## src/qenc_regs.svh

```systemverilog
/*
 Register offsets, field positions and reset values of the encoder interface.
 Assumes byte addresses on an 8-bit APB address, one aligned 32-bit word per register.
*/
`ifndef QENC_REGS_SVH
`define QENC_REGS_SVH
`define QENC_OFF_CTRL 8'h00
`define QENC_OFF_STATUS 8'h04
`define QENC_OFF_POSITION 8'h08
`define QENC_OFF_MAXPOS 8'h0C
`define QENC_OFF_LOAD 8'h10
`define QENC_OFF_TIMER 8'h14
`define QENC_OFF_ACCUM 8'h18
`define QENC_OFF_SPEED 8'h1C
`define QENC_OFF_INTMASK 8'h20
`define QENC_OFF_RAWSTAT 8'h24
`define QENC_OFF_INTCLR 8'h28
`define QENC_CTRL_EN 0
`define QENC_CTRL_SWAP 1
`define QENC_CTRL_SIG_MODE 2
`define QENC_CTRL_CAP_MODE 3
`define QENC_CTRL_RES_MODE 4
`define QENC_CTRL_VELEN 5
`define QENC_CTRL_VEL_DIV_LO 6
`define QENC_CTRL_VEL_DIV_HI 8
`define QENC_CTRL_INV_A 9
`define QENC_CTRL_INV_B 10
`define QENC_CTRL_INV_I 11
`define QENC_CTRL_W 12
`define QENC_INT_INDEX 0
`define QENC_INT_TIMER 1
`define QENC_INT_DIR 2
`define QENC_INT_ERR 3
`define QENC_INT_W 4
`define QENC_RST_CTRL 12'h000
`define QENC_RST_WORD 32'h00000000
`endif

```

## src/qenc_pkg.sv

```systemverilog
/*
 Types shared by the encoder interface modules.
 Assumes qenc_regs.svh supplies the numeric constants.
*/
package qenc_pkg;
    typedef enum logic {qenc_sig_quadrature, qenc_sig_clock_dir} qenc_signal_mode_select_t;
    typedef logic [7:0] qenc_addr_t;
endpackage : qenc_pkg

```

## src/qenc_edge_if.sv

```systemverilog
/*
 Decoded edge events passed from the decoder to the counters.
 Assumes all signals are registered in the pclk domain.
*/
`timescale 1ns/100ps
interface qenc_edge_if;
    logic step;
    logic up;
    logic direction;
    logic dir_chg;
    logic phase_err;
    logic index_rise;
    modport src (output step, up, direction, dir_chg, phase_err, index_rise);
    modport dst (input step, up, direction, dir_chg, phase_err, index_rise);
endinterface : qenc_edge_if

```

## src/qenc_decoder.sv

```systemverilog
/*
 Input synchroniser and phase decoder for the encoder interface.
 Assumes encoder pins are asynchronous and the configuration is static while enabled.
*/
`timescale 1ns/100ps
module qenc_decoder
    import qenc_pkg::*;
(
    input wire logic pclk,
    input wire logic presetn,
    input wire logic phase_a_input,
    input wire logic phase_b_input,
    input wire logic index_input,
    input wire logic enable,
    input wire logic swap,
    input wire logic signal_mode_select,
    input wire logic capture_mode_select,
    input wire logic invert_phase_a,
    input wire logic invert_phase_b,
    input wire logic invert_index,
    qenc_edge_if.src ev
);
    logic [2:0] sync1_ff, sync2_ff, prev_ff;
    logic dir_ff;
    // one edge per clock is resolved, so quarter-rate inputs are safe
    always_ff @(posedge pclk or negedge presetn) begin
        if (!presetn) begin
            sync1_ff <= 3'h0;
            sync2_ff <= 3'h0;
        end else begin
            sync1_ff <= {index_input, phase_b_input, phase_a_input};
            sync2_ff <= sync1_ff;
        end
    end
    wire a_inv = sync2_ff[0] ^ invert_phase_a;
    wire b_inv = sync2_ff[1] ^ invert_phase_b;
    wire i_cur = sync2_ff[2] ^ invert_index;
    wire a_cur = swap ? b_inv : a_inv;
    wire b_cur = swap ? a_inv : b_inv;
    wire edge_a = a_cur ^ prev_ff[0];
    wire edge_b = b_cur ^ prev_ff[1];
    wire is_quad = qenc_signal_mode_select_t'(signal_mode_select) == qenc_sig_quadrature;
    wire quad_err = is_quad & edge_a & edge_b;
    wire quad_step = ~quad_err & (edge_a | (capture_mode_select & edge_b));
    wire quad_up = edge_a ? (a_cur ^ b_cur) : ~(a_cur ^ b_cur);
    wire cd_step = edge_a & a_cur;
    wire step = enable & (is_quad ? quad_step : cd_step);
    wire up = is_quad ? quad_up : b_cur;
    always_ff @(posedge pclk or negedge presetn) begin
        if (!presetn) begin
            prev_ff <= 3'h0;
            dir_ff <= 1'b1;
            ev.step <= 1'b0;
            ev.up <= 1'b0;
            ev.direction <= 1'b1;
            ev.dir_chg <= 1'b0;
            ev.phase_err <= 1'b0;
            ev.index_rise <= 1'b0;
        end else begin
            prev_ff <= {i_cur, b_cur, a_cur};
            dir_ff <= step ? up : dir_ff;
            ev.step <= step;
            ev.up <= up;
            ev.direction <= step ? up : dir_ff;
            ev.dir_chg <= step & (up != dir_ff);
            ev.phase_err <= enable & quad_err;
            ev.index_rise <= enable & i_cur & ~prev_ff[2];
        end
    end
    chk_phase_error: assert property (@(posedge pclk) disable iff (!presetn)
        (enable && is_quad && edge_a && edge_b) |=> (ev.phase_err && !ev.step))
        else $error("simultaneous phase change not flagged");
    chk_quad_forward: assert property (@(posedge pclk) disable iff (!presetn)
        (enable && is_quad && edge_a && !edge_b && (a_cur != b_cur)) |=> (ev.step && ev.up))
        else $error("phase A leading did not count up");
    chk_capture_a_only: assert property (@(posedge pclk) disable iff (!presetn)
        (is_quad && !capture_mode_select && !edge_a) |=> !ev.step)
        else $error("phase B edge counted in A-only mode");
    cov_dir_change: cover property (@(posedge pclk) disable iff (!presetn) ev.dir_chg);
endmodule : qenc_decoder

```

## src/qenc_top.sv

```systemverilog
/*
 Encoder interface top: APB register slave, position integrator and event status.
 Assumes an APB master in the pclk domain and static configuration while enabled.
*/
// The register offsets and register access over APB were chosen for this implementation.
`timescale 1ns/100ps
`include "qenc_regs.svh"
module qenc_top
    import qenc_pkg::*;
#(
    parameter int POS_W = 32,
    parameter int VEL_W = 32
) (
    input wire logic pclk,
    input wire logic presetn,
    input wire logic psel,
    input wire logic penable,
    input wire logic pwrite,
    input wire logic [7:0] paddr,
    input wire logic [31:0] pwdata,
    output logic [31:0] prdata,
    output logic pready,
    output logic pslverr,
    input wire logic phase_a_input,
    input wire logic phase_b_input,
    input wire logic index_input,
    output logic irq
);
    logic [`QENC_CTRL_W-1:0] ctrl_ff;
    logic [POS_W-1:0] pos_ff, maxpos_ff;
    logic [VEL_W-1:0] load_ff;
    logic [`QENC_INT_W-1:0] mask_ff, raw_ff;
    logic index_seen_ff, irq_ff;
    logic [31:0] prdata_ff;
    logic pready_ff, pslverr_ff;
    logic [VEL_W-1:0] timer_w, accum_w, speed_w;
    logic expire_w;

    qenc_edge_if ev ();

    wire pos_en = ctrl_ff[`QENC_CTRL_EN];
    wire reset_mode = ctrl_ff[`QENC_CTRL_RES_MODE];
    wire vel_en = ctrl_ff[`QENC_CTRL_VELEN] & pos_en;

    qenc_decoder u_decoder (
        .pclk(pclk),
        .presetn(presetn),
        .phase_a_input(phase_a_input),
        .phase_b_input(phase_b_input),
        .index_input(index_input),
        .enable(pos_en),
        .swap(ctrl_ff[`QENC_CTRL_SWAP]),
        .signal_mode_select(ctrl_ff[`QENC_CTRL_SIG_MODE]),
        .capture_mode_select(ctrl_ff[`QENC_CTRL_CAP_MODE]),
        .invert_phase_a(ctrl_ff[`QENC_CTRL_INV_A]),
        .invert_phase_b(ctrl_ff[`QENC_CTRL_INV_B]),
        .invert_index(ctrl_ff[`QENC_CTRL_INV_I]),
        .ev(ev.src)
    );

    // shares the decoder output, so mode, swap and capture settings match
    qenc_velocity #(.VEL_W(VEL_W)) u_velocity (
        .pclk(pclk),
        .presetn(presetn),
        .enable(vel_en),
        .velocity_divider(ctrl_ff[`QENC_CTRL_VEL_DIV_HI:`QENC_CTRL_VEL_DIV_LO]),
        .load(load_ff),
        .ev(ev.dst),
        .timer_ff(timer_w),
        .accum_ff(accum_w),
        .speed_ff(speed_w),
        .expire_ff(expire_w)
    );

    // apb: one wait state, so read data and pready both come from flops
    wire access = psel & penable;
    wire first_access = access & ~pready_ff;
    wire wr_en = access & pready_ff & pwrite & ~pslverr_ff;
    wire sel_ctrl = paddr == `QENC_OFF_CTRL;
    wire sel_status = paddr == `QENC_OFF_STATUS;
    wire sel_pos = paddr == `QENC_OFF_POSITION;
    wire sel_max = paddr == `QENC_OFF_MAXPOS;
    wire sel_load = paddr == `QENC_OFF_LOAD;
    wire sel_timer = paddr == `QENC_OFF_TIMER;
    wire sel_accum = paddr == `QENC_OFF_ACCUM;
    wire sel_speed = paddr == `QENC_OFF_SPEED;
    wire sel_mask = paddr == `QENC_OFF_INTMASK;
    wire sel_raw = paddr == `QENC_OFF_RAWSTAT;
    wire sel_clr = paddr == `QENC_OFF_INTCLR;
    wire mapped = sel_ctrl | sel_status | sel_pos | sel_max | sel_load | sel_timer |
                  sel_accum | sel_speed | sel_mask | sel_raw | sel_clr;
    wire wr_ctrl = wr_en & sel_ctrl;
    wire wr_pos = wr_en & sel_pos;
    wire wr_max = wr_en & sel_max;
    wire wr_load = wr_en & sel_load;
    wire wr_mask = wr_en & sel_mask;
    wire wr_clr = wr_en & sel_clr;

    wire [31:0] status_word = {29'h0, index_seen_ff, raw_ff[`QENC_INT_ERR], ev.direction};
    wire [31:0] rd_data =
        sel_ctrl ? {{(32-`QENC_CTRL_W){1'b0}}, ctrl_ff} :
        sel_status ? status_word :
        sel_pos ? 32'(pos_ff) :
        sel_max ? 32'(maxpos_ff) :
        sel_load ? 32'(load_ff) :
        sel_timer ? 32'(timer_w) :
        sel_accum ? 32'(accum_w) :
        sel_speed ? 32'(speed_w) :
        sel_mask ? {{(32-`QENC_INT_W){1'b0}}, mask_ff} :
        sel_raw ? {{(32-`QENC_INT_W){1'b0}}, raw_ff} :
        sel_clr ? {{(32-`QENC_INT_W){1'b0}}, raw_ff & mask_ff} :
        32'h00000000;

    always_ff @(posedge pclk or negedge presetn) begin
        if (!presetn) begin
            pready_ff <= 1'b0;
            pslverr_ff <= 1'b0;
            prdata_ff <= `QENC_RST_WORD;
        end else begin
            pready_ff <= first_access;
            pslverr_ff <= first_access & ~mapped;
            prdata_ff <= first_access ? rd_data : prdata_ff;
        end
    end

    // position integrator
    wire idx_reset = pos_en & reset_mode & ev.index_rise;
    wire at_max = pos_ff == maxpos_ff;
    wire at_zero = pos_ff == '0;
    wire [POS_W-1:0] pos_up = at_max ? '0 : pos_ff + 1'b1;
    wire [POS_W-1:0] pos_dn = at_zero ? maxpos_ff : pos_ff - 1'b1;
    wire [POS_W-1:0] pos_step = ev.up ? pos_up : pos_dn;
    wire [POS_W-1:0] nxt_pos = wr_pos ? POS_W'(pwdata) :
                               idx_reset ? '0 :
                               ev.step ? pos_step : pos_ff;
    wire nxt_index_seen = pos_en & (index_seen_ff | idx_reset);

    // events: a set in the clearing cycle survives the clear
    wire [`QENC_INT_W-1:0] events = {ev.phase_err, ev.dir_chg, expire_w, ev.index_rise};
    wire [`QENC_INT_W-1:0] clr_bits = wr_clr ? pwdata[`QENC_INT_W-1:0] : '0;
    wire [`QENC_INT_W-1:0] nxt_raw = (raw_ff & ~clr_bits) | events;

    always_ff @(posedge pclk or negedge presetn) begin
        if (!presetn) begin
            ctrl_ff <= `QENC_RST_CTRL;
            pos_ff <= '0;
            maxpos_ff <= '0;
            load_ff <= '0;
            mask_ff <= '0;
            raw_ff <= '0;
            index_seen_ff <= 1'b0;
            irq_ff <= 1'b0;
        end else begin
            ctrl_ff <= wr_ctrl ? pwdata[`QENC_CTRL_W-1:0] : ctrl_ff;
            pos_ff <= nxt_pos;
            maxpos_ff <= wr_max ? POS_W'(pwdata) : maxpos_ff;
            load_ff <= wr_load ? VEL_W'(pwdata) : load_ff;
            mask_ff <= wr_mask ? pwdata[`QENC_INT_W-1:0] : mask_ff;
            raw_ff <= nxt_raw;
            index_seen_ff <= nxt_index_seen;
            irq_ff <= |(raw_ff & mask_ff);
        end
    end

    assign prdata = prdata_ff;
    assign pready = pready_ff;
    assign pslverr = pslverr_ff;
    assign irq = irq_ff;

    chk_index_reset: assert property (@(posedge pclk) disable iff (!presetn)
        (idx_reset && !wr_pos) |=> (pos_ff == '0 && index_seen_ff))
        else $error("index did not clear position");
    chk_index_ignored: assert property (@(posedge pclk) disable iff (!presetn)
        (ev.index_rise && !reset_mode && !ev.step && !wr_pos) |=> $stable(pos_ff))
        else $error("index moved position in max-wrap mode");
    chk_wrap_down: assert property (@(posedge pclk) disable iff (!presetn)
        (ev.step && !ev.up && at_zero && !idx_reset && !wr_pos) |=> (pos_ff == $past(maxpos_ff)))
        else $error("backward step from zero did not wrap");
    chk_wrap_up: assert property (@(posedge pclk) disable iff (!presetn)
        (ev.step && ev.up && at_max && !idx_reset && !wr_pos) |=> (pos_ff == '0))
        else $error("forward step at maximum did not wrap");
    chk_set_wins: assert property (@(posedge pclk) disable iff (!presetn)
        (events != '0) |=> ((raw_ff & $past(events)) == $past(events)))
        else $error("event not latched in raw status");
    chk_vel_gated: assert property (@(posedge pclk) disable iff (!presetn)
        (!pos_en) [*2] |-> (accum_w == '0 && !expire_w))
        else $error("velocity ran with integrator disabled");
    chk_apb_answer: assert property (@(posedge pclk) disable iff (!presetn)
        first_access |=> (pready_ff ##1 !pready_ff))
        else $error("apb answer not after one wait state");
    chk_seen_clear: assert property (@(posedge pclk) disable iff (!presetn)
        !pos_en |=> !index_seen_ff)
        else $error("index seen survived disable");
    cov_index_abs: cover property (@(posedge pclk) disable iff (!presetn) idx_reset ##[1:50] ev.step);
    cov_irq: cover property (@(posedge pclk) disable iff (!presetn) irq_ff ##[1:20] wr_clr);
endmodule : qenc_top

```

## src/qenc_velocity.sv

```systemverilog
/*
 Velocity predivider, period timer, edge accumulator and speed result.
 Assumes step pulses are one cycle wide and load is held by software.
*/
`timescale 1ns/100ps
module qenc_velocity
    import qenc_pkg::*;
#(
    parameter int VEL_W = 32
) (
    input wire logic pclk,
    input wire logic presetn,
    input wire logic enable,
    input wire logic [2:0] velocity_divider,
    input wire logic [VEL_W-1:0] load,
    qenc_edge_if.dst ev,
    output logic [VEL_W-1:0] timer_ff,
    output logic [VEL_W-1:0] accum_ff,
    output logic [VEL_W-1:0] speed_ff,
    output logic expire_ff
);
    logic [6:0] pre_ff;
    wire [6:0] div_mask = 7'((8'h01 << velocity_divider) - 8'h01);
    wire pulse = ev.step && ((pre_ff & div_mask) == div_mask);
    wire [VEL_W-1:0] pulse_w = {{(VEL_W-1){1'b0}}, pulse};
    always_ff @(posedge pclk or negedge presetn) begin
        if (!presetn) begin
            pre_ff <= 7'h00;
            timer_ff <= '0;
            accum_ff <= '0;
            speed_ff <= '0;
            expire_ff <= 1'b0;
        end else if (!enable) begin
            pre_ff <= 7'h00;
            timer_ff <= load;
            accum_ff <= '0;
            expire_ff <= 1'b0;
        end else begin
            pre_ff <= ev.step ? pre_ff + 7'h01 : pre_ff;
            expire_ff <= timer_ff == '0;
            if (timer_ff == '0) begin
                timer_ff <= load;
                speed_ff <= accum_ff;
                accum_ff <= pulse_w;
            end else begin
                timer_ff <= timer_ff - 1'b1;
                accum_ff <= accum_ff + pulse_w;
            end
        end
    end
    chk_period_end: assert property (@(posedge pclk) disable iff (!presetn)
        (enable && timer_ff == '0) |=> (speed_ff == $past(accum_ff) && accum_ff <= 1 && timer_ff == $past(load)))
        else $error("period end did not move count to speed");
    chk_timer_down: assert property (@(posedge pclk) disable iff (!presetn)
        (enable && timer_ff != '0) |=> (timer_ff == $past(timer_ff) - 1 && !expire_ff))
        else $error("timer did not count down");
    cov_expire: cover property (@(posedge pclk) disable iff (!presetn) expire_ff && speed_ff != '0);
endmodule : qenc_velocity
```

## config.mk

```make
export PLATFORM = sky130hd
export DESIGN_NAME = qenc_top
export DESIGN_NICKNAME = d
export VERILOG_FILES = /design/src/qenc_pkg.sv /design/src/qenc_edge_if.sv /design/src/qenc_decoder.sv /design/src/qenc_top.sv /design/src/qenc_velocity.sv
export VERILOG_INCLUDE_DIRS = /design/src
export SDC_FILE = /design/constraint.sdc
export NUM_CORES = 1
export LEC_CHECK = 0
export BUFFER_PORTS_ARGS = -buffer_cell sky130_fd_sc_hd__buf_4
export CORE_MARGIN = 2
export CORE_UTILIZATION = 55
export DETAILED_ROUTE_END_ITERATION = 7
export PLACE_DENSITY = 0.73
export REMOVE_ABC_BUFFERS = 1
export SLEW_MARGIN = 10
export SYNTH_ARGS = -nofsm -noshare
export SYNTH_HDL_FRONTEND = slang
export SYNTH_SLANG_ARGS = --single-unit
```

## constraint.sdc

```tcl
create_clock -name pclk -period 7.5 [get_ports pclk]
set_input_delay 0.75 -clock pclk [delete_from_list [all_inputs] [get_ports pclk]]
set_output_delay 0.75 -clock pclk [all_outputs]
set_load 0.02 [all_outputs]
```

==> results of run 1 <==
cell families after synthesis:
logic type / Yosys count / synth area share, %
flops: 271 / 45.4
mux: 127 / 9.50
compound gates: 318 / 14.3
buf+inv: 132 / 3.86
xor+xnor: 139 / 8.14
simple gates: 539 / 18.0
fa+ha+maj: 9 / 0.753
worst register-to-register path, cell delays in order (launching register included):
cell and delay (ps):
dfrtp_1 400, inv_1 90, o21ai_0 90, a221o_1 350, a221oi_1 780, ha_1 340, nand4_1 210, nor3b_2 470
and3_1 380, nand2_1 140, or3_1 390, xor2_1 160, nor2_1 50
cells in the final DEF, fill, tap and decap left out, drive strengths merged, types with 4 or more instances in the layout:
master | Yosys | routed
a211oi | 10 | 10
a21o | 6 | 6
a21oi | 35 | 35
a221oi | 66 | 66
a22oi | 12 | 12
a31oi | 19 | 19
and2 | 7 | 7
and3 | 14 | 14
buf | 39 | 100
bufinv | 0 | 7
clkbuf | 71 | 36
clkinv | 0 | 10
dfrtp | 270 | 270
ha | 9 | 9
inv | 22 | 22
mux2 | 116 | 116
mux2i | 11 | 11
nand2 | 155 | 155
nand3 | 45 | 45
nand4 | 29 | 29
nand4b | 4 | 4
nor2 | 132 | 132
nor2b | 7 | 7
nor3 | 64 | 64
nor4 | 28 | 28
o211ai | 18 | 18
o21a | 4 | 4
o21ai | 86 | 86
o22ai | 33 | 33
or2 | 5 | 5
or3 | 22 | 22
or4 | 12 | 12
xnor2 | 56 | 56
xor2 | 83 | 83
sequential cells by signal (all words and copies together), names as in the netlist, 3 cells and up:
| register | flops |
|---|---|
| load_ff | 32 |
| maxpos_ff | 32 |
| pos_ff | 32 |
| prdata | 32 |
| u_velocity.accum_ff | 32 |
| u_velocity.speed_ff | 32 |
| u_velocity.timer_ff | 32 |
| ctrl_ff | 12 |
| u_velocity.pre_ff | 7 |
| mask_ff | 4 |
| raw_ff | 4 |
| u_decoder.prev_ff | 3 |
| u_decoder.sync1_ff | 3 |
| u_decoder.sync2_ff | 3 |
per-layer routing:
layer | global-route usage, % | vias up | wire length [um]
li1 | - | 5636 | -
met1 | 43.3 | 6215 | 18500
met2 | 50.2 | 731 | 20500
met3 | 4.84 | 168 | 3790
met4 | 17.2 | 0 | 2910
met5 | 0 | - | 0
final timing paths:
kind | startpoint | end | slack (ps) | cells after the start
worst max register to register | ctrl_ff[7] | u_velocity.accum_ff[31] | 3500 | 12
worst max-delay path | ctrl_ff[7] | u_velocity.accum_ff[31] | 3500 | 12
max in group asynchronous | presetn | ctrl_ff[8] | 5840 | 2
worst min-delay path | presetn | u_velocity.accum_ff[21] | 270 | 1
worst min register to register | u_decoder.sync1_ff[1] | u_decoder.sync2_ff[1] | 350 | 0
min in group pclk | index_input | u_decoder.sync1_ff[2] | 290 | 1
area by class of cell:
class | instances | area [um^2]
multi-input cells | 1132 | 7630
repair buffers | 100 | 771
clock inverters | 18 | 279
fillers | 2230 | 10000
inverters | 22 | 82.6
well taps | 341 | 427
clock buffers | 36 | 825
flip-flops and latches | 271 | 6780
per-stage QoR:
stage	utilization, %	cell area (um^2)	power, mW	hold slack, ps	cells
after floorplan	-	14500	2.04	331	1425
after global placement	58.5	15700	2.27	333	1866
after detailed placement	58.5	15700	2.28	336	1866
after CTS	62.6	16800	3.92	283	1920
after global routing	62.7	16800	4.07	286	1920
final	62.7	16800	3.93	267	1920
synth_stat cells (10+ instances only):
library cell  count  share of area [%]
a211oi_1         10               0.50
a21oi_1          35                1.2
a221oi_1         66                3.9
a22oi_1          12               0.60
a31oi_1          19               0.79
and3_1           14               0.59
buf_2            25               0.84
clkbuf_1         70                1.8
dfrtp_1         270                 45
inv_1            22               0.55
mux2_2          114                8.6
mux2i_1          11               0.74
nand2_1         154                3.9
nand3_1          44                1.5
nand4_1          29                1.2
nor2_1          131                3.3
nor3_1           62                2.1
nor4_1           23               0.96
o211ai_1         18               0.90
o21ai_0          83                2.8
o22ai_1          33                1.4
or3_1            22               0.92
xnor2_1          56                3.3
xor2_1           83                4.9
power by group:
| group | total (mW) | switching, mW | leakage, nW | internal (mW) |
|---|---|---|---|---|
| logic | 0.704 | 0.426 | 3.46 | 0.278 |
| clock network | 1.65 | 0.626 | 0.545 | 1.02 |
| registers | 1.58 | 0.0820 | 3.72 | 1.49 |
| total | 3.93 | 1.13 | 7.73 | 2.79 |
==> reports/qor.csv, run 1 <==
stage,metric,value,unit
run_status,status,completed,
placed_design,dpl ws,2950,ps
clock_network,PostCTS Resize Cnt,0,
critical_path,Startpoint Class,flop,
sta,Slew headroom,15.3,%
sta,Final WS setup,3500,ps
synthesis,Async SR Flop Fraction,100,%
sta,final setup vio count,0,
detailed_routing,residual DRC count,0,
detailed_routing,final WL,45700,um
detailed_routing,First DRT Iteration DRCs,1563,
sta,Slew @ Worst Pin,1270,ps
sta,setup TNS,0,ps
global_route,largest net degree at the start of global routing,114,
clock_network,CTS tree,done,
placed_design,Port Buf Inserts,82,
synthesis,Netlist cell types,73,
floorplan,num ports,83,
clock_network,TritonCTS Sinks,271,
sta,crit share post-route,53.4,%
cells_and_area,layout cells sized above 1,18.7,%
pwr,Peak VDD IR,0.209,mV
floorplan,# rows,60,
detailed_routing,drt via density,6.64,
critical_path,Setup crit end kind,flop,
clock_network,Inserted Clock Buffers,30,
cells_and_area,fin nets,1614,
clock_network,Root Buffer,clkbuf_16,
global_route,initial antenna violation count,0,
min_path,Min-Delay Path Class,in -> async,
critical_path,"CP delay by family, top",simple AND/OR/NAND/NOR gates,
synthesis,"Avg Cell Area, Syn",9.74,um^2
synthesis,#FFs+latches synth,271,
cells_and_area,antenna cells,0,
critical_path,Crit Path Max Fanout,7,
sta,min cycle time layout,4000,ps
detailed_routing,Via Count,12750,
floorplan,die area,28500,um^2
clock_network,Skew-Pair Late Insertion Delay,560,ps
synthesis,Main synth FF type,dfrtp_1,
sta,final clock skew,8.16,ps
clock_network,Post-CTS Setup Bufs,0,
global_route,vias in the first global route,12340,
placed_design,Final Wtd Congestion,0.949,
critical_path,CP Cell Sequence,inv_1 > o21ai_0 > a221o_1 > a221oi_1 > ha_1 > nand4_1 > nor3b_2 > and3_1 > nand2_1 > or3_1 > xor2_1 > nor2_1,
floorplan,Die X,169,um
synthesis,Synth Warn #,0,
pwr,Power Density,234,nW/um^2
global_route,total global-route track usage,32.1,%
detailed_routing,routed wire length per instance,23.8,um
floorplan,total core area,26800,um^2
synthesis,Post-synth EDFFs,0,
critical_path,"Slowest-stage cell, CP",a221oi_1,
detailed_routing,Initial DRT Pass Iterations,6,
critical_path,Bufs and invs on worst path,1,
critical_path,"slowest stage delay, CP",780,ps
synthesis,Synth Cell Area,15000,um^2
detailed_routing,post-route ant nets,0,
critical_path,Crit path arrival time,4410,ps
clock_network,hold buffer count at cts,0,
clock_network,CTS Buffer Depth,3,
clock_network,H-tree Lvls,1,
global_route,GRT overflow,0,
sta,Final Hold Fails,0,
synthesis,sequential share of the synthesized area,45.4,%
floorplan,Die Ht,169,um
cells_and_area,area delta synth->final,12.3,%
pwr,Leak Pwr,7.73,nW
sta,"Slew Viols, Final",0,
floorplan,Initial Utilization,55.8,%
run,maxcap violations,0,
synthesis,Mapped Cells,1535,
sta,unrepaired setup endpoints after global routing,false,
placed_design,dpl hpwl,31200,um
global_route,first-pass GRT wire length,71800,um
critical_path,type of the worst setup path,reg -> reg,
sta,fmax,250,MHz
critical_path,"Req. time, crit path",7910,ps
clock_network,clk slew on worst S/H paths,60,ps
(Power assumes the default switching activity.)
==> inputs of run 2 (changes only) <==
ABC_AREA = 1   (was not set)
clock period = 3.9 ns   (was 7.5 ns; I/O delays follow)
==> run 2 against run 1 <==
Net effect: flip-flop and latch count stayed put; combinational power is 110% higher; register-to-register slack worse by 2600 ps; largest cell class unchanged.
==> reports/qor.csv, run 2 <==
stage,metric,value,unit,change
run_status,status,completed,,
synthesis,"Avg Cell Area, Syn",6.91,um^2,-29%
critical_path,Setup crit end kind,flop,,
sta,Slew headroom,27.7,%,+12 points
critical_path,Reg2Reg Setup Slack,920,ps,-2580 ps
synthesis,Async SR Flop Fraction,100,%,unchanged
placed_design,dpl hpwl,41500,um,+33%
sta,"Slew Viols, Final",0,,unchanged
floorplan,Initial Utilization,55.7,%,-0.058 points
detailed_routing,Initial DRT Pass Iterations,6,,unchanged
critical_path,type of the worst setup path,reg -> reg,,
critical_path,R2R depth,15,,+3
floorplan,Die X,180,um,+6.6%
critical_path,Setup crit end,u_velocity.accum_ff[22],,
floorplan,die area,32400,um^2,+14%
floorplan,total core area,30600,um^2,+14%
critical_path,"Req. time, crit path",4340,ps,-3570 ps
clock_network,Post-CTS Setup Bufs,0,,unchanged
placed_design,Placed Cells incl. Taps,2865,,+54%
pwr,Peak VDD IR,0.390,mV,+86%
floorplan,Die Ht,180,um,+6.6%
critical_path,Crit Path Max Fanout,6,,-1
synthesis,cell taking the most area after synthesis,dfrtp_1,,
placed_design,dpl ws,798,ps,-2150 ps
critical_path,Startpoint Class,flop,,
sta,crit share post-route,76.4,%,+23 points
detailed_routing,routed wire length per instance,19.4,um,-18%
global_route,GR Util met3,5.78,%,+0.94 points
detailed_routing,final WL,56700,um,+24%
clock_network,CTS Buffer Depth,3,,unchanged
cells_and_area,area delta synth->final,10.4,%,
synthesis,largest cells by area after synthesis,"dfrtp_1, nand2_1, o21ai_0, nor2_1, inv_1",,
synthesis,post-synth top area share,39.6,%,-5.6 points
placed_design,Final Wtd Congestion,1.00,,+5.5%
detailed_routing,residual DRC count,0,,unchanged
sta,min cycle time layout,2980,ps,-1020 ps
cells_and_area,most frequent cells in the layout,"nand2_1, dfrtp_1, nor2_1",,
sta,Final Hold Fails,0,,unchanged
sta,final clock skew,20.0,ps,+11.8 ps
global_route,total global-route track usage,34.9,%,+2.8 points
global_route,GR Util met1,48.6,%,+5.3 points
sta,fmax,336,MHz,+34%
cells_and_area,"commonest non-fill, non-tap cell in the layout",nand2_1,,
sta,Slew @ Worst Pin,1080,ps,-185 ps
global_route,largest net degree at the start of global routing,107,,-6.1%
clock_network,Root Buffer,clkbuf_16,,
synthesis,Mapped Cells,2468,,+61%
floorplan,# rows,64,,+6.7%
global_route,GRT overflow,0,,unchanged
detailed_routing,First DRT Iteration DRCs,1943,,+24%
clock_network,Inserted Clock Buffers,30,,unchanged
run,maxcap violations,0,,unchanged
synthesis,Synth Cell Area,17000,um^2,+14%
clock_network,hold buffer count at cts,4,,+4
cells_and_area,antenna cells,0,,unchanged
sta,Final WS setup,921,ps,-2580 ps
clock_network,PostCTS Resize Cnt,0,,unchanged
detailed_routing,drt via density,5.81,,-13%
global_route,met2 usage,54.9,%,+4.7 points
global_route,initial antenna violation count,0,,unchanged
critical_path,Worst R2R End,u_velocity.accum_ff[22],,
clock_network,TritonCTS Sinks,271,,unchanged
sta,final setup vio count,0,,unchanged
cells_and_area,layout cells sized above 1,10.0,%,-8.7 points
synthesis,#FFs+latches synth,271,,unchanged
critical_path,Crit path arrival time,3420,ps,-990 ps
min_path,Min-Delay Path Class,in -> reg,,
detailed_routing,post-route ant nets,0,,unchanged
synthesis,commonest cells in the synthesized netlist,"nand2_1, dfrtp_1, nor2_1",,
pwr,Power Density,388,nW/um^2,+66%
synthesis,Netlist cell types,50,,-32%
detailed_routing,Via Count,16976,,+33%
placed_design,Port Buf Inserts,82,,unchanged
global_route,layer with the highest usage,met2,,
sta,unrepaired setup endpoints after global routing,false,,
pwr,Leak Pwr,9.47,nW,+23%
synthesis,Synth Warn #,0,,unchanged
global_route,first-pass GRT wire length,90100,um,+25%
global_route,vias in the first global route,16272,,+32%
synthesis,Main synth FF type,dfrtp_1,,
cells_and_area,fin nets,2562,,+59%
critical_path,worst setup path start,u_velocity.pre_ff[4],,
clock_network,CTS tree,done,,
synthesis,top-count cell post-synth,nand2_1,,
clock_network,clk slew on worst S/H paths,60,ps,about the same
floorplan,num ports,83,,unchanged
sta,setup TNS,0,ps,unchanged
clock_network,Skew-Pair Late Insertion Delay,570,ps,about the same
critical_path,Crit Reg-Reg Startpoint,u_velocity.pre_ff[4],,
synthesis,Post-synth EDFFs,0,,unchanged
cells_and_area,"Cell Count, Final, Fillers Out",2923,,+52%
clock_network,H-tree Lvls,1,,unchanged
synthesis,sequential share of the synthesized area,39.8,%,-5.6 points
==> run 2: final cells by class <==
type	count	area (um^2)
repair buffers	117	921
clock inverters	9	135
multi-input cells	1828	8640
clock buffers	45	877
flip-flops and latches	271	6780
well taps	396	495
fillers	2839	11800
inverters	257	967
==> run 2: logic make-up (layout without fill, tap and decap cells) <==
logic type | after synthesis | in the layout | share of synthesized area, %
compound gates | 458 | 458 | 14.2
xor+xnor | 67 | 67 | 3.44
buf+inv | 369 | 428 | 9.56
flops | 271 | 271 | 39.8
simple gates | 1294 | 1294 | 32.4
fa+ha+maj | 9 | 9 | 0.661
==> run 2: critical path, cell delays in order, from the launching register on <==
cell,delay [ps]
dfrtp_1,430
a21boi_0,210
o2111ai_1,120
a21oi_1,450
ha_1,250
nand2_1,80
inv_2,80
nand2_2,70
nor2_2,210
nand2_2,130
nor2_2,150
inv_2,60
nor2_4,190
nand3_2,130
nor3b_1,230
nor2_1,60
==> run 2: layer usage <==
layer / up-vias / part of all wire, %
met3: 155 / 9.0
met2: 765 / 46
li1: 8000 / -
met4: 0 / 3.9
met5: - / 0
met1: 8056 / 42
==> run 2: metrics by stage <==
step	cell area, um^2	power, mW	hold slack [ps]	util [%]
after global routing	18800	7.59	158	61.5
after CTS	18800	7.30	144	61.5
after global placement	17800	4.38	332	58.1
after floorplan	16400	3.84	94.4	-
final	18800	7.30	152	61.5
after detailed placement	17800	4.39	341	58.1
==> run 2: power breakdown <==
| part | leakage, nW | switching [mW] | internal (mW) |
|---|---|---|---|
| combinational | 5.26 | 1.01 | 0.444 |
| sequential | 3.72 | 0.0628 | 2.85 |
| clock | 0.499 | 1.20 | 1.74 |
| total | 9.47 | 2.26 | 5.04 |
==> run 2: worst min path at each step <==
stage	start	to	slack, ps	depth (start not counted)
CTS	pwdata[19]	maxpos_ff[19]	140	3
global placement	u_decoder.sync1_ff[2]	u_decoder.sync2_ff[2]	330	0
detailed placement	u_decoder.sync1_ff[2]	u_decoder.sync2_ff[2]	340	0
floorplan	presetn	ctrl_ff[0]	90	0
finish	pwdata[19]	load_ff[19]	150	3
global route	pwdata[13]	maxpos_ff[13]	160	3
==> inputs of run 3 (changes only) <==
ABC_AREA = 0   (was 1)
PLACE_DENSITY = 0.76   (was 0.73)
clock period = 2.5 ns   (was 3.9 ns; I/O delays follow)
==> run 3 against run 2 <==
Net effect: the run now ends with setup timing left; first-iteration DRC count grew 2.2%; sequential power grew 58%; wire length shrank 6.8%; utilization grew 12 points; via count shrank 15%; die area shrank 12%; critical path depth shrank 2; critical path type unchanged; largest power group is now sequential cells.
==> reports/qor.csv, run 3 (synthesized netlist as in run 1, its figures left out) <==
stage,metric,value,unit,change
cells_and_area,"commonest non-fill, non-tap cell in the layout",dfrtp_1,,
critical_path,"Slowest-stage cell, CP",dfrtp_1,,
sta,Slew headroom,55.8,%,+28 points
clock_network,CTS Buffer Depth,3,,unchanged
critical_path,"Req. time, crit path",3000,ps,-1340 ps
critical_path,Crit Path Max Fanout,3,,-3
cells_and_area,antenna cells,0,,unchanged
global_route,total global-route track usage,33.9,%,-0.96 points
critical_path,"slowest stage delay, CP",400,ps,-50 ps
sta,"Slew Viols, Final",0,,unchanged
detailed_routing,Initial DRT Pass Iterations,5,,-1
sta,Final Hold Fails,0,,unchanged
clock_network,clk slew on worst S/H paths,60,ps,about the same
sta,Slew @ Worst Pin,660,ps,-422 ps
detailed_routing,drt via density,6.66,,+15%
sta,WHS,42.1,ps,-110 ps
sta,final setup vio count,97,,+97
detailed_routing,final WL,52800,um,-6.8%
global_route,GRT overflow,0,,unchanged
clock_network,Skew-Pair Late Insertion Delay,570,ps,about the same
placed_design,dpl hpwl,32900,um,-21%
cells_and_area,Reg area,6780,um^2,about the same
pwr,Power Density,619,nW/um^2,+60%
critical_path,R2R depth,13,,-2
min_path,hold path depth,2,,-1
global_route,first-pass GRT wire length,76000,um,-16%
cells_and_area,layout cells sized above 1,33.6,%,+24 points
floorplan,Die Ht,169,um,-6.2%
run,maxcap violations,0,,unchanged
floorplan,Initial Utilization,55.8,%,+0.058 points
detailed_routing,residual DRC count,0,,unchanged
run_status,failing checks,setup timing,,
run_status,status,"complete, but fails checks",,
critical_path,Setup crit end kind,flop,,
global_route,initial antenna violation count,1,,+1
placed_design,Port Buf Inserts,82,,unchanged
global_route,vias in the first global route,13354,,-18%
detailed_routing,routed wire length per instance,24.5,um,+26%
critical_path,"CP delay by family, top",simple AND/OR/NAND/NOR gates,,
clock_network,TritonCTS Sinks,271,,unchanged
critical_path,CP Cell Sequence,inv_2 > o21ai_2 > a221o_1 > a221oi_2 > buf_4 > ha_4 > nand4_1 > nor3b_2 > and3_4 > buf_6 > nand3_4 > or3_4 > a21oi_2,,
cells_and_area,most frequent cells in the layout,"dfrtp_1, buf_4, nand2_1",,
placed_design,dpl cell area,17000,um^2,-4.2%
clock_network,CTS tree,done,,
critical_path,Worst path depth,13,,-2
detailed_routing,Via Count,14370,,-15%
detailed_routing,First DRT Iteration DRCs,1985,,+2.2%
sta,Final WS setup,-422,ps,-1340 ps
floorplan,total core area,26800,um^2,-12%
placed_design,Final Wtd Congestion,1.00,,+0.11%
floorplan,num ports,83,,unchanged
sta,final clock skew,10.7,ps,-9.34 ps
clock_network,H-tree Lvls,1,,unchanged
sta,setup TNS,-15740,ps,-15740 ps
cells_and_area,fin util,73.9,%,+12 points
global_route,largest net degree at the start of global routing,90,,-16%
sta,unrepaired setup endpoints after global routing,true,,
critical_path,Startpoint Class,flop,,
cells_and_area,area of the multi-input gates,8290,um^2,-4.0%
pwr,Leak Pwr,9.23,nW,-2.5%
detailed_routing,post-route ant nets,0,,unchanged
pwr,Peak VDD IR,0.583,mV,+49%
floorplan,Die X,169,um,-6.2%
sta,fmax,342,MHz,+1.9%
cells_and_area,fill count,1729,,-39%
floorplan,# rows,60,,-6.3%
critical_path,Crit path arrival time,3420,ps,about the same
critical_path,Bufs and invs on worst path,3,,+1
clock_network,Inserted Clock Buffers,29,,-3.3%
sta,crit share post-route,117,%,+41 points
cells_and_area,fin nets,1854,,-28%
cells_and_area,area delta synth->final,32.5,%,
critical_path,type of the worst setup path,reg -> reg,,
sta,min cycle time layout,2920,ps,-56.1 ps
cells_and_area,Final Cell Area,19800,um^2,+5.3%
min_path,Min-Delay Path Class,in -> reg,,
clock_network,Root Buffer,clkbuf_16,,
floorplan,die area,28500,um^2,-12%
==> run 3: cell count changes in the layout (fill, tap and decap cells not counted), moves of 30 or more <==
cell | before | now
nand2_1 | 740 | 129
inv_1 | 239 | 21
nor2_1 | 264 | 103
o21ai_0 | 199 | 49
a21oi_1 | 167 | 30
buf_4 | 110 | 246
nand3_1 | 144 | 37
mux2_2 | 0 | 85
a221oi_1 | 0 | 64
xor2_1 | 36 | 83
dlygate4sd3_1 | 4 | 35
mux2_4 | 0 | 30
==> run 3: worst paths after layout <==
| path | slack (ps) | to | start |
|---|---|---|---|
| min in group asynchronous | 170 | load_ff[17] | presetn |
| hold reg to reg | 350 | u_decoder.sync2_ff[0] | u_decoder.sync1_ff[0] |
| setup / recovery | -420 | u_velocity.accum_ff[22] | ctrl_ff[7] |
| setup reg to reg | -420 | u_velocity.accum_ff[22] | ctrl_ff[7] |
| max in group asynchronous | 1440 | maxpos_ff[21] | presetn |
| hold / removal | 40 | pos_ff[1] | pwdata[1] |
==> run 3: repair_timing <==
item                                    CTS  global route
hold endpoints to repair                141             0
pin swaps                                16            83
setup buffers                            16            18
gates resized for setup                  26           218
endpoints found under the setup margin   97           117
cloned                                    4            15
hold buffers                             35             0
==> run 3: layout make-up <==
cell class | instances | share of cell area, %
clock buffer | 44 | 4.55
clock inverter | 8 | 0.385
inverter | 22 | 0.417
multi-input combinational | 1132 | 41.8
sequential | 271 | 34.2
tap | 341 | 2.15
timing repair buffer | 341 | 16.4
==> run 3: stage by stage <==
| stage | total power, mW | setup WS, ps | instances |
|---|---|---|---|
| 2_1_floorplan | 6.10 | -1530 | 1425 |
| 3_3_place_gp | 7.21 | -447 | 2022 |
| 3_5_place_dp | 7.25 | -563 | 2022 |
| 4_1_cts | 11.8 | -403 | 2129 |
| 5_1_grt | 12.7 | -527 | 2159 |
| 6_report | 12.3 | -422 | 2159 |
==> run 3: per-layer routing <==
layer	share of wire, %	wire length (um)	track usage (%)
met1	38	20300	46.4
met2	46	24200	54.2
met3	9.6	5090	5.35
met4	6.2	3260	13.8
met5	0.030	16	0
==> run 3: power by group <==
part | switching [mW] | total [mW] | leakage, nW | internal [mW]
Clock | 1.86 | 4.44 | 0.478 | 2.57
Sequential | 0.108 | 4.59 | 3.72 | 4.48
Combinational | 1.76 | 3.24 | 5.03 | 1.48
==> run 3: worst reg2reg max path: cells and delay by family (launching register included) <==
kind	cells	cell delay [ps]
AOI/OAI and AO/OA	4	780
buffers and inverters	3	370
DFF	1	400
adders and majority gates	1	130
and+or+nand+nor	5	1190
